$ cat config.mk
export PLATFORM = sky130hd
export DESIGN_NAME = bstap_top
export DESIGN_NICKNAME = d
export VERILOG_FILES = /design/src/shared/bstap_pkg.sv /design/src/shared/bstap_if.sv /design/src/hw/bstap_top.sv /design/src/hw/bstap_sync.sv /design/src/hw/bstap_fsm.sv
export SDC_FILE = /design/constraint.sdc
export NUM_CORES = 1
export LEC_CHECK = 0
export ABC_AREA = 1
export BUFFER_PORTS_ARGS = -buffer_cell sky130_fd_sc_hd__buf_2
export CELL_PAD_IN_SITES_DETAIL_PLACEMENT = 1
export CELL_PAD_IN_SITES_GLOBAL_PLACEMENT = 2
export CORE_AREA = 8 8 213 215
export DETAILED_ROUTE_END_ITERATION = 8
export DIE_AREA = 0 0 221 223
export PLACE_DENSITY_LB_ADDON = 0.1
export REMOVE_ABC_BUFFERS = 1
export SYNTH_ARGS = -nofsm -noshare
export SYNTH_HDL_FRONTEND = slang
export SYNTH_SLANG_ARGS = --single-unit
export TNS_END_PERCENT = 5
$ cat constraint.sdc
create_clock -name clk -period 1.8 [get_ports clk]
set_clock_uncertainty 0.2 [all_clocks]
set_input_delay 0.36 -clock clk [delete_from_list [all_inputs] [get_ports clk]]
set_output_delay 0.36 -clock clk [all_outputs]
set_load 0.01 [all_outputs]
$ cat src/shared/bstap_pkg.sv
// Constants, state codes and instruction codes of the boundary-scan access port.
`default_nettype none

package bstap_pkg;

	localparam int IR_LEN = 8;
	localparam int BSR_LEN = 48;
	localparam int BCR_LEN = 3;
	localparam int ID_LEN = 32;

	localparam logic [IR_LEN-1:0] IR_RESET = 8'h81;
	localparam logic [IR_LEN-1:0] IR_CAPTURE = 8'h81;
	localparam logic [IR_LEN-1:0] IR_EXTEST = 8'h00;
	localparam logic [IR_LEN-1:0] IR_IDCODE = 8'h81;
	localparam logic [IR_LEN-1:0] IR_SAMPLE = 8'h82;
	localparam logic [IR_LEN-1:0] IR_BCRSCAN = 8'h87;
	localparam logic [IR_LEN-1:0] IR_RUNTEST = 8'h09;
	localparam logic [IR_LEN-1:0] IR_BYPASS = 8'hff;

	localparam logic [BCR_LEN-1:0] BCR_RESET = 3'h2;
	localparam logic [BCR_LEN-1:0] BCR_PSA = 3'h2;

	// Output-enable cells and their safe reset levels
	localparam int BSR_B_SIDE_OUTPUT_ENABLE_HI = 47;
	localparam int BSR_B_SIDE_OUTPUT_ENABLE_LO = 46;
	localparam int BSR_A_SIDE_OUTPUT_ENABLE_N_HI = 45;
	localparam int BSR_A_SIDE_OUTPUT_ENABLE_N_LO = 44;
	localparam logic [1:0] BSR_B_SIDE_OUTPUT_ENABLE_RST = 2'h0;
	localparam logic [1:0] BSR_A_SIDE_OUTPUT_ENABLE_N_RST = 2'h3;

	localparam logic BYP_CAPTURE = 1'b0;

	// Arbitrary identity value; bit 0 set as the scan standard expects
	localparam logic [ID_LEN-1:0] ID_CODE_DEFAULT = 32'h0a5a_5001;

	typedef enum logic [15:0] {
		ST_TLR = 16'h0001,
		ST_RTI = 16'h0002,
		ST_SEL_DR = 16'h0004,
		ST_CAP_DR = 16'h0008,
		ST_SH_DR = 16'h0010,
		ST_EX1_DR = 16'h0020,
		ST_PAU_DR = 16'h0040,
		ST_EX2_DR = 16'h0080,
		ST_UPD_DR = 16'h0100,
		ST_SEL_IR = 16'h0200,
		ST_CAP_IR = 16'h0400,
		ST_SH_IR = 16'h0800,
		ST_EX1_IR = 16'h1000,
		ST_PAU_IR = 16'h2000,
		ST_EX2_IR = 16'h4000,
		ST_UPD_IR = 16'h8000
	} bstap_state_t;

endpackage

`default_nettype wire

$ cat src/shared/bstap_if.sv
// Link between the pin sampler, the state machine and the scan core.
`default_nettype none

interface bstap_if;
	logic tck_rise;
	logic tck_fall;
	logic tms;
	logic tdi;
	bstap_pkg::bstap_state_t state;

	modport sampler (output tck_rise, output tck_fall, output tms, output tdi);
	modport fsm (input tck_rise, input tms, output state);
	modport core (input tck_rise, input tck_fall, input tms, input tdi, input state);
endinterface

`default_nettype wire

$ cat src/hw/bstap_top.sv
// Boundary-scan access port: scan registers, output latches and test-mode outputs.
`default_nettype none

module bstap_top #(
	parameter int BSR_W = bstap_pkg::BSR_LEN,
	parameter logic [bstap_pkg::ID_LEN-1:0] IDCODE = bstap_pkg::ID_CODE_DEFAULT
) (
	// System
	input wire logic clk,
	input wire logic reset,
	// Test access port
	input wire logic tck,
	input wire logic tms,
	input wire logic tdi,
	output logic tdo,
	output logic tdo_oe,
	// Device pins seen by the boundary cells
	input wire logic [BSR_W-1:0] pin_in,
	output logic [BSR_W-1:0] bsr_drive,
	output logic test_mode,
	// Normal-function output enables
	output logic [1:0] b_side_output_enable,
	output logic [1:0] a_side_output_enable_n,
	// Test operation
	output logic test_op_active,
	output logic [bstap_pkg::BCR_LEN-1:0] test_op_code,
	output logic parallel_signature_op,
	output logic [bstap_pkg::IR_LEN-1:0] instruction
);
	import bstap_pkg::*;

	// Reset image of the boundary chain: enable cells safe, the rest cleared
	localparam logic [BSR_W-1:0] BSR_SAFE = {BSR_B_SIDE_OUTPUT_ENABLE_RST, BSR_A_SIDE_OUTPUT_ENABLE_N_RST, {BSR_A_SIDE_OUTPUT_ENABLE_N_LO{1'h0}}};

	////////////////////////////////////////////////////////////////////////////////

	// The enable cells sit at fixed positions, so the chain must be exactly 48 cells long
	if (BSR_W != BSR_LEN) begin : g_bad_width
		$error("bstap_top: boundary chain width must be 48");
	end

	// Bit 0 set keeps the identity word apart from a bypass bit on the same path
	if (IDCODE[0] != 1'h1) begin : g_bad_idcode
		$error("bstap_top: identity code bit 0 must be set");
	end

	// Edge pulses and synced levels shared by the controller and the scan core
	bstap_if lnk();

	bstap_sync bstap_sync_inst (
		.clk(clk),
		.reset(reset),
		.tck_pin(tck),
		.tms_pin(tms),
		.tdi_pin(tdi),
		.lnk(lnk)
	);

	bstap_fsm bstap_fsm_inst (
		.clk(clk),
		.reset(reset),
		.lnk(lnk)
	);

	////////////////////////////////////////////////////////////////////////////////

	logic [BSR_W-1:0] pin_s1_ff;
	logic [BSR_W-1:0] pin_s2_ff;

	// Restart at the pull levels so no enable turns on while the stages refill
	always_ff @(posedge clk) begin
		if (reset) begin
			pin_s1_ff <= BSR_SAFE;
			pin_s2_ff <= BSR_SAFE;
		end else begin
			pin_s1_ff <= pin_in;
			pin_s2_ff <= pin_s1_ff;
		end
	end

	////////////////////////////////////////////////////////////////////////////////

	// State decode; the qualifiers built from it below are single-clock pulses
	wire rise = lnk.tck_rise;
	wire fall = lnk.tck_fall;
	wire in_tlr = lnk.state == ST_TLR;
	wire in_rti = lnk.state == ST_RTI;
	wire in_cap_dr = lnk.state == ST_CAP_DR;
	wire in_sh_dr = lnk.state == ST_SH_DR;
	wire in_upd_dr = lnk.state == ST_UPD_DR;
	wire in_cap_ir = lnk.state == ST_CAP_IR;
	wire in_sh_ir = lnk.state == ST_SH_IR;
	wire in_upd_ir = lnk.state == ST_UPD_IR;

	// Register latches and shift stages
	logic [IR_LEN-1:0] ir_sh_ff;
	logic [IR_LEN-1:0] ir_ff;
	logic [BSR_W-1:0] bsr_sh_ff;
	logic [BSR_W-1:0] bsr_lat_ff;
	logic [BCR_LEN-1:0] bcr_sh_ff;
	logic [BCR_LEN-1:0] bcr_lat_ff;
	logic [ID_LEN-1:0] id_sh_ff;
	logic byp_ff;
	logic run_ff;

	// Instruction decode: unknown codes fall back to bypass
	wire op_extest = ir_ff == IR_EXTEST;
	wire op_sample = ir_ff == IR_SAMPLE;
	wire op_runtest = ir_ff == IR_RUNTEST;
	wire op_idcode = ir_ff == IR_IDCODE;
	wire op_bcrscan = ir_ff == IR_BCRSCAN;
	wire sel_bsr = op_extest | op_sample | op_runtest;
	wire sel_id = op_idcode;
	wire sel_bcr = op_bcrscan;
	wire sel_byp = ~(sel_bsr | sel_id | sel_bcr);
	// Test mode inhibits the normal enables; sample and bypass leave them alone
	wire is_test = op_extest | op_runtest;

	// Only the working register of the path moves; others keep their contents
	wire cap_dr = rise & in_cap_dr;
	wire sh_dr = rise & in_sh_dr;
	wire upd_dr = fall & in_upd_dr;
	wire tlr_fall = fall & in_tlr;
	wire run_psa = rise & in_rti & run_ff & (bcr_lat_ff == BCR_PSA);

	// Signature step: rotate and fold in the sampled inputs
	wire [BSR_W-1:0] bsr_psa = {bsr_sh_ff[0], bsr_sh_ff[BSR_W-1:1]} ^ pin_s2_ff;

	////////////////////////////////////////////////////////////////////////////////
	// Instruction register
	// Capture and shift share one stage; the active instruction waits in its own latch

	always_ff @(posedge clk) begin
		if (reset) begin
			ir_sh_ff <= IR_RESET;
		end else if (rise & in_cap_ir) begin
			ir_sh_ff <= IR_CAPTURE;
		end else if (rise & in_sh_ir) begin
			ir_sh_ff <= {lnk.tdi, ir_sh_ff[IR_LEN-1:1]};
		end
	end

	always_ff @(posedge clk) begin
		if (reset | tlr_fall) begin
			ir_ff <= IR_RESET;
		end else if (fall & in_upd_ir) begin
			ir_ff <= ir_sh_ff;
		end
	end

	////////////////////////////////////////////////////////////////////////////////
	// Boundary-scan register

	always_ff @(posedge clk) begin
		if (reset | tlr_fall) begin
			bsr_sh_ff <= '0;
			bsr_sh_ff[BSR_B_SIDE_OUTPUT_ENABLE_HI:BSR_B_SIDE_OUTPUT_ENABLE_LO] <= BSR_B_SIDE_OUTPUT_ENABLE_RST;
			bsr_sh_ff[BSR_A_SIDE_OUTPUT_ENABLE_N_HI:BSR_A_SIDE_OUTPUT_ENABLE_N_LO] <= BSR_A_SIDE_OUTPUT_ENABLE_N_RST;
		end else if (cap_dr & sel_bsr) begin
			bsr_sh_ff <= pin_s2_ff;
		end else if (sh_dr & sel_bsr) begin
			bsr_sh_ff <= {lnk.tdi, bsr_sh_ff[BSR_W-1:1]};
		end else if (run_psa) begin
			bsr_sh_ff <= bsr_psa;
		end
	end

	always_ff @(posedge clk) begin
		if (reset | tlr_fall) begin
			bsr_lat_ff <= '0;
			bsr_lat_ff[BSR_B_SIDE_OUTPUT_ENABLE_HI:BSR_B_SIDE_OUTPUT_ENABLE_LO] <= BSR_B_SIDE_OUTPUT_ENABLE_RST;
			bsr_lat_ff[BSR_A_SIDE_OUTPUT_ENABLE_N_HI:BSR_A_SIDE_OUTPUT_ENABLE_N_LO] <= BSR_A_SIDE_OUTPUT_ENABLE_N_RST;
		end else if (upd_dr & sel_bsr) begin
			bsr_lat_ff <= bsr_sh_ff;
		end
	end

	////////////////////////////////////////////////////////////////////////////////
	// Boundary-control, bypass and identification registers

	always_ff @(posedge clk) begin
		if (reset | tlr_fall) begin
			bcr_sh_ff <= BCR_RESET;
		end else if (cap_dr & sel_bcr) begin
			bcr_sh_ff <= bcr_lat_ff;
		end else if (sh_dr & sel_bcr) begin
			bcr_sh_ff <= {lnk.tdi, bcr_sh_ff[BCR_LEN-1:1]};
		end
	end

	always_ff @(posedge clk) begin
		if (reset | tlr_fall) begin
			bcr_lat_ff <= BCR_RESET;
		end else if (upd_dr & sel_bcr) begin
			bcr_lat_ff <= bcr_sh_ff;
		end
	end

	always_ff @(posedge clk) begin
		if (reset) begin
			byp_ff <= BYP_CAPTURE;
		end else if (cap_dr & sel_byp) begin
			byp_ff <= BYP_CAPTURE;
		end else if (sh_dr & sel_byp) begin
			byp_ff <= lnk.tdi;
		end
	end

	always_ff @(posedge clk) begin
		if (reset) begin
			id_sh_ff <= IDCODE;
		end else if (cap_dr & sel_id) begin
			id_sh_ff <= IDCODE;
		end else if (sh_dr & sel_id) begin
			id_sh_ff <= {lnk.tdi, id_sh_ff[ID_LEN-1:1]};
		end
	end

	////////////////////////////////////////////////////////////////////////////////
	// Serial output

	wire dr_lsb = sel_bsr ? bsr_sh_ff[0] :
		sel_id ? id_sh_ff[0] :
		sel_bcr ? bcr_sh_ff[0] : byp_ff;
	wire nxt_tdo = in_sh_ir ? ir_sh_ff[0] : dr_lsb;
	// Outside the shift states tdo still follows the selected low bit on each fall; only tdo_oe marks it released
	wire nxt_tdo_oe = in_sh_dr | in_sh_ir;

	logic tdo_ff;
	logic tdo_oe_ff;

	// Launch on the fall so the master samples a settled bit at the rise
	always_ff @(posedge clk) begin
		if (reset) begin
			tdo_ff <= 1'b0;
			tdo_oe_ff <= 1'b0;
		end else if (fall) begin
			tdo_ff <= nxt_tdo;
			tdo_oe_ff <= nxt_tdo_oe;
		end
	end

	////////////////////////////////////////////////////////////////////////////////
	// Test operation and mode outputs

	// Starts and stops on a fall, so a signature step never sees half a cycle
	always_ff @(posedge clk) begin
		if (reset) begin
			run_ff <= 1'b0;
		end else if (fall) begin
			run_ff <= in_rti & op_runtest;
		end
	end

	wire [1:0] nxt_b_oe = is_test ? bsr_lat_ff[BSR_B_SIDE_OUTPUT_ENABLE_HI:BSR_B_SIDE_OUTPUT_ENABLE_LO] :
		pin_s2_ff[BSR_B_SIDE_OUTPUT_ENABLE_HI:BSR_B_SIDE_OUTPUT_ENABLE_LO];
	wire [1:0] nxt_a_oe_n = is_test ? bsr_lat_ff[BSR_A_SIDE_OUTPUT_ENABLE_N_HI:BSR_A_SIDE_OUTPUT_ENABLE_N_LO] :
		pin_s2_ff[BSR_A_SIDE_OUTPUT_ENABLE_N_HI:BSR_A_SIDE_OUTPUT_ENABLE_N_LO];
	// Signature flag trails the run flag by one clock, like the latch outputs
	wire nxt_psa = run_ff & (bcr_lat_ff == BCR_PSA);

	logic test_mode_ff;
	logic [1:0] b_oe_ff;
	logic [1:0] a_oe_n_ff;
	logic [BSR_W-1:0] drive_ff;
	logic [BCR_LEN-1:0] op_code_ff;
	logic psa_ff;
	logic [IR_LEN-1:0] instr_ff;

	// Safe reset levels: B-side off (low), A-side off (high)
	always_ff @(posedge clk) begin
		if (reset) begin
			test_mode_ff <= 1'b0;
			b_oe_ff <= BSR_B_SIDE_OUTPUT_ENABLE_RST;
			a_oe_n_ff <= BSR_A_SIDE_OUTPUT_ENABLE_N_RST;
			drive_ff <= BSR_SAFE;
			op_code_ff <= BCR_RESET;
			psa_ff <= 1'b0;
			instr_ff <= IR_RESET;
		end else begin
			test_mode_ff <= is_test;
			b_oe_ff <= nxt_b_oe;
			a_oe_n_ff <= nxt_a_oe_n;
			drive_ff <= bsr_lat_ff;
			op_code_ff <= bcr_lat_ff;
			psa_ff <= nxt_psa;
			instr_ff <= ir_ff;
		end
	end

	assign tdo = tdo_ff;
	assign tdo_oe = tdo_oe_ff;
	assign bsr_drive = drive_ff;
	assign test_mode = test_mode_ff;
	assign b_side_output_enable = b_oe_ff;
	assign a_side_output_enable_n = a_oe_n_ff;
	assign test_op_active = run_ff;
	assign test_op_code = op_code_ff;
	assign parallel_signature_op = psa_ff;
	assign instruction = instr_ff;
endmodule

`default_nettype wire

$ cat src/hw/bstap_sync.sv
// Pin synchroniser and test clock edge finder.
`default_nettype none

module bstap_sync (
	// System
	input wire logic clk,
	input wire logic reset,
	// Test pins
	input wire logic tck_pin,
	input wire logic tms_pin,
	input wire logic tdi_pin,
	// Edges and sampled levels
	bstap_if.sampler lnk
);
	import bstap_pkg::*;

	logic [2:0] s1_ff;
	logic [2:0] s2_ff;
	logic tck_d_ff;
	logic rise_ff;
	logic fall_ff;
	logic tms_ff;
	logic tdi_ff;

	wire nxt_rise = s2_ff[0] & ~tck_d_ff;
	wire nxt_fall = ~s2_ff[0] & tck_d_ff;

	// Pins default high when idle, so reset to high avoids a false edge
	always_ff @(posedge clk) begin
		if (reset) begin
			s1_ff <= 3'h7;
			s2_ff <= 3'h7;
		end else begin
			s1_ff <= {tdi_pin, tms_pin, tck_pin};
			s2_ff <= s1_ff;
		end
	end

	// Levels are delayed with the edge so TMS and TDI match the rise
	always_ff @(posedge clk) begin
		if (reset) begin
			tck_d_ff <= 1'b1;
			rise_ff <= 1'b0;
			fall_ff <= 1'b0;
			tms_ff <= 1'b1;
			tdi_ff <= 1'b1;
		end else begin
			tck_d_ff <= s2_ff[0];
			rise_ff <= nxt_rise;
			fall_ff <= nxt_fall;
			tms_ff <= s2_ff[1];
			tdi_ff <= s2_ff[2];
		end
	end

	assign lnk.tck_rise = rise_ff;
	assign lnk.tck_fall = fall_ff;
	assign lnk.tms = tms_ff;
	assign lnk.tdi = tdi_ff;
endmodule

`default_nettype wire

$ cat src/hw/bstap_fsm.sv
// Sixteen-state test access port controller.
`default_nettype none

module bstap_fsm (
	// System
	input wire logic clk,
	input wire logic reset,
	// Edges in, state out
	bstap_if.fsm lnk
);
	import bstap_pkg::*;

	bstap_state_t state_ff;
	bstap_state_t nxt_state;

	// Every branch with TMS high heads towards reset within five steps
	always_comb begin
		nxt_state = state_ff;
		unique case (state_ff)
			ST_TLR: nxt_state = lnk.tms ? ST_TLR : ST_RTI;
			ST_RTI: nxt_state = lnk.tms ? ST_SEL_DR : ST_RTI;
			ST_SEL_DR: nxt_state = lnk.tms ? ST_SEL_IR : ST_CAP_DR;
			ST_CAP_DR: nxt_state = lnk.tms ? ST_EX1_DR : ST_SH_DR;
			ST_SH_DR: nxt_state = lnk.tms ? ST_EX1_DR : ST_SH_DR;
			ST_EX1_DR: nxt_state = lnk.tms ? ST_UPD_DR : ST_PAU_DR;
			ST_PAU_DR: nxt_state = lnk.tms ? ST_EX2_DR : ST_PAU_DR;
			ST_EX2_DR: nxt_state = lnk.tms ? ST_UPD_DR : ST_SH_DR;
			ST_UPD_DR: nxt_state = lnk.tms ? ST_SEL_DR : ST_RTI;
			ST_SEL_IR: nxt_state = lnk.tms ? ST_TLR : ST_CAP_IR;
			ST_CAP_IR: nxt_state = lnk.tms ? ST_EX1_IR : ST_SH_IR;
			ST_SH_IR: nxt_state = lnk.tms ? ST_EX1_IR : ST_SH_IR;
			ST_EX1_IR: nxt_state = lnk.tms ? ST_UPD_IR : ST_PAU_IR;
			ST_PAU_IR: nxt_state = lnk.tms ? ST_EX2_IR : ST_PAU_IR;
			ST_EX2_IR: nxt_state = lnk.tms ? ST_UPD_IR : ST_SH_IR;
			ST_UPD_IR: nxt_state = lnk.tms ? ST_SEL_DR : ST_RTI;
			default: nxt_state = ST_TLR;
		endcase
	end

	always_ff @(posedge clk) begin
		if (reset) begin
			state_ff <= ST_TLR;
		end else if (lnk.tck_rise) begin
			state_ff <= nxt_state;
		end
	end

	assign lnk.state = state_ff;
endmodule

`default_nettype wire

==> results.md <==
* Synth warn at 0
* Clk buf depth at 3
* CP max FO at 15
* Overflow after GRT at 0
* Placed insts at ~2400
* Reg clk slew, reported paths at roughly 0.060 ns
* Remaining antenna violation count at 0
* Vias in the first global route at 11989
* Setup_tns at -24.73 ns
* DP Wirelength at ~25000 um
* Nets at between 2000 and 2500
* Final period utilization at 115%
* Number of diodes at 0
* Die span in y at around 220 um
* Register area share after synthesis at between 50% and 60%
* FF/Latch Area at between 6000 and 7000 sq um
* Most common cell after layout, fill and taps aside: nor2_1
* Yosys top cell by area: dfxtp_1
* DR vias at about 11000
* RSZ-0062 raised after global routing: yes
* Clk root buf: clkbuf_16
* Post-Syn Area per Cell at 7.42 sq um
* #FFs+latches synth at between 300 and 400
* IO Port Bufs at 120
* Status: finished with violations
* 1st-iter DRT viols at approximately 370
* Vias per inst at 4.42
* Critical path class: register to register
* Final Hold Viols at 0
* Number of H-tree levels at 2
* Ranking of synthesized cells by area: dfxtp_1 (53%), nor2_1 (11%), nand2_1 (9.2%)
* CP startpoint kind: register
* Setup crit end kind: register
* Largest net degree at the start of global routing at between 90 and 100
* Crit path DAT at 2.31 ns
* Reg2Reg Depth at 13
* Fraction of layout instances using a drive strength above 1 at between 20% and 30%
* TritonCTS clock tree: done
* Fin crit period at between 2 and 2.5 ns
* Pwr dens at between 900 and 1000 nW/um^2
* Filler Cells Inserted at between 5000 and 6000
* Max cap viols at 0
* Syn Std Cell Area at between 10000 and 15000 sq um
* Routability Congestion at around 0.76
* Total Power at between 15000 and 20000 uW
* Slowest stage cell, crit path: dfxtp_2
* Synth-to-Final Area Change at 35.6%
* Global-route wire length before repair at between 60000 and 70000 um
* Worst Path Required at around 2.1 ns
* Top-area cell type share of the netlist area at a little over half
* GRT Overall Usage at around 16%
* Hold Crit Class: primary input to register
* Hold depth at 5
* 1st-pass router iterations at 4
* Core ar. at 42300 sq um
* CP Cell Sequence: nor2_4 > nand2_4 > nor2_8 > buf_6 > nand4_4 > nor2_4 > buf_12 > buf_12 > nor2_1 > nand2_1 > nand2_1 > nor2_2 > nor2_1
* Initial antenna violation count at 0
* Chip Width at ~220 um
* # IOs at 121
* DR WL/cell at 14.9 um
* Most frequent cells in the layout: nor2_1 (345), dfxtp_1 (331), nand2_1 (303)
* Slowest stage delay, CP at about 0.33 ns
* Worst Tran Pin Value at 0.500 ns
* Initial core utilization at 30.3%
* Setup violators final at approximately 140
* Multi-input logic area at between 4000 and 5000 sq um
* Cell variety after synth at 37
* Synth Instances at ~1700
* DRC at 0
* TritonCTS buffer count at 39
* Max VDD drop at between 400 and 500 uV
* # rows at between 70 and 80
* Static leakage at 0.00792 uW
* Failing checks: negative setup slack
* Pre-CTS setup slack at -0.417 ns
* Placed cell areas at roughly 15000 sq um
* Max Fclk at approximately 490 MHz
* Design area at between 15000 and 20000 sq um
* Worst slew margin at about two thirds
* Die footprint at 49300 sq um
* Routed WL at about 38000 um
* Worst Slack Setup Final at -0.262 ns
* Clk sinks at 342
* Clock latency on the worst-skew pair at around 0.55 ns
* Non-filler cells, final at 2578
* Final Max Tran Viols at 0
[critical path: cells and delay by family (launching register included)]
family,cells,cell delay [ns]
flops,1,0.33
simple gates,10,0.97
buf+inv,3,0.43
[power breakdown]
part / switching (uW) / leakage [uW] / internal (uW)
clock: 3200 / 0.000671 / 5250
combinational: 324 / 0.00446 / 272
sequential: 38.5 / 0.00278 / 7680
[registers in the layout, summed over array words and instances (netlist names), 2 cells and up]
register / flops
ir_sh_ff: 8
ir_ff: 8
pin_s1_ff: 48
bsr_lat_ff: 48
bsr_drive: 48
bstap_sync_inst.s2_ff: 3
bsr_sh_ff: 48
test_op_code: 3
a_side_output_enable_n: 2
id_sh_ff: 32
bstap_fsm_inst.lnk.state: 16
instruction: 8
bcr_sh_ff: 3
pin_s2_ff: 48
b_side_output_enable: 2
bstap_sync_inst.s1_ff: 3
bcr_lat_ff: 3
[worst paths after layout]
path,start,endpoint,slack (ns)
hold reg to reg,pin_s1_ff[31]$_SDFF_PP0_,pin_s2_ff[31]$_SDFF_PP0_,0.20
hold / removal,reset,instruction[7]$_SDFF_PP1_,0.11
setup reg to reg,bstap_fsm_inst.lnk.state[8]$_SDFFE_PP0P_,bsr_sh_ff[6]$_SDFFE_PP0P_,-0.26
setup / recovery,bstap_fsm_inst.lnk.state[8]$_SDFFE_PP0P_,bsr_sh_ff[6]$_SDFFE_PP0P_,-0.26
[cell type report]
class,count,share of cell area [%]
inverter,254,5.51
clock buffer,59,6.80
tap,546,3.93
timing repair buffer,313,15.4
sequential,342,39.4
clock inverter,11,1.05
multi-input combinational,1053,27.9
[metrics by stage]
stage,hold slack [ns],util (%)
detailed placement,0.195,35.3
floorplan,0.188,-
global route,0.118,41.1
global placement,0.192,35.3
CTS,0.0809,40.8
finish,0.111,41.1
[layer usage]
metal	GRT usage, %	up-vias	part of all wire (%)
met3	3.40	59	3.6
met1	19.7	5363	48
li1	-	5835	-
met5	0	-	0
met2	26.4	133	46
met4	4.35	0	2.1
[cells by family (layout without fill, tap and decap cells)]
| logic type | after synthesis | count (layout) | synth area share (%) |
|---|---|---|---|
| AO/OA/AOI/OAI | 226 | 226 | 9.19 |
| flip-flops | 342 | 342 | 53.3 |
| AND/OR/NAND/NOR | 826 | 826 | 26.7 |
| buffers and inverters | 335 | 637 | 10.7 |
| XOR/XNOR | 1 | 1 | 0.0682 |
[synth_stat cells (all sizes together)]
library cell  count
buf              43
nor4              1
nand2           323
nand3b            2
dfxtp           342
inv             254
nor2            375
and3              2
a21boi            1
o211ai            3
nand3            82
a21oi           123
o21ai            92
nand4            11
clkbuf           38
xor2              1
a211oi            3
o22ai             2
a31oi             2
nor3             16
or2              14
[timing repair]
item,CTS,global route
endpoints found under the hold margin,51,0
cloned,5,1
resized for setup,78,39
setup endpoints to repair,161,166
pin swaps,4,5
hold buffers,51,0
buffers inserted,13,4
Note: power is estimated with default switching activity, not from simulation.
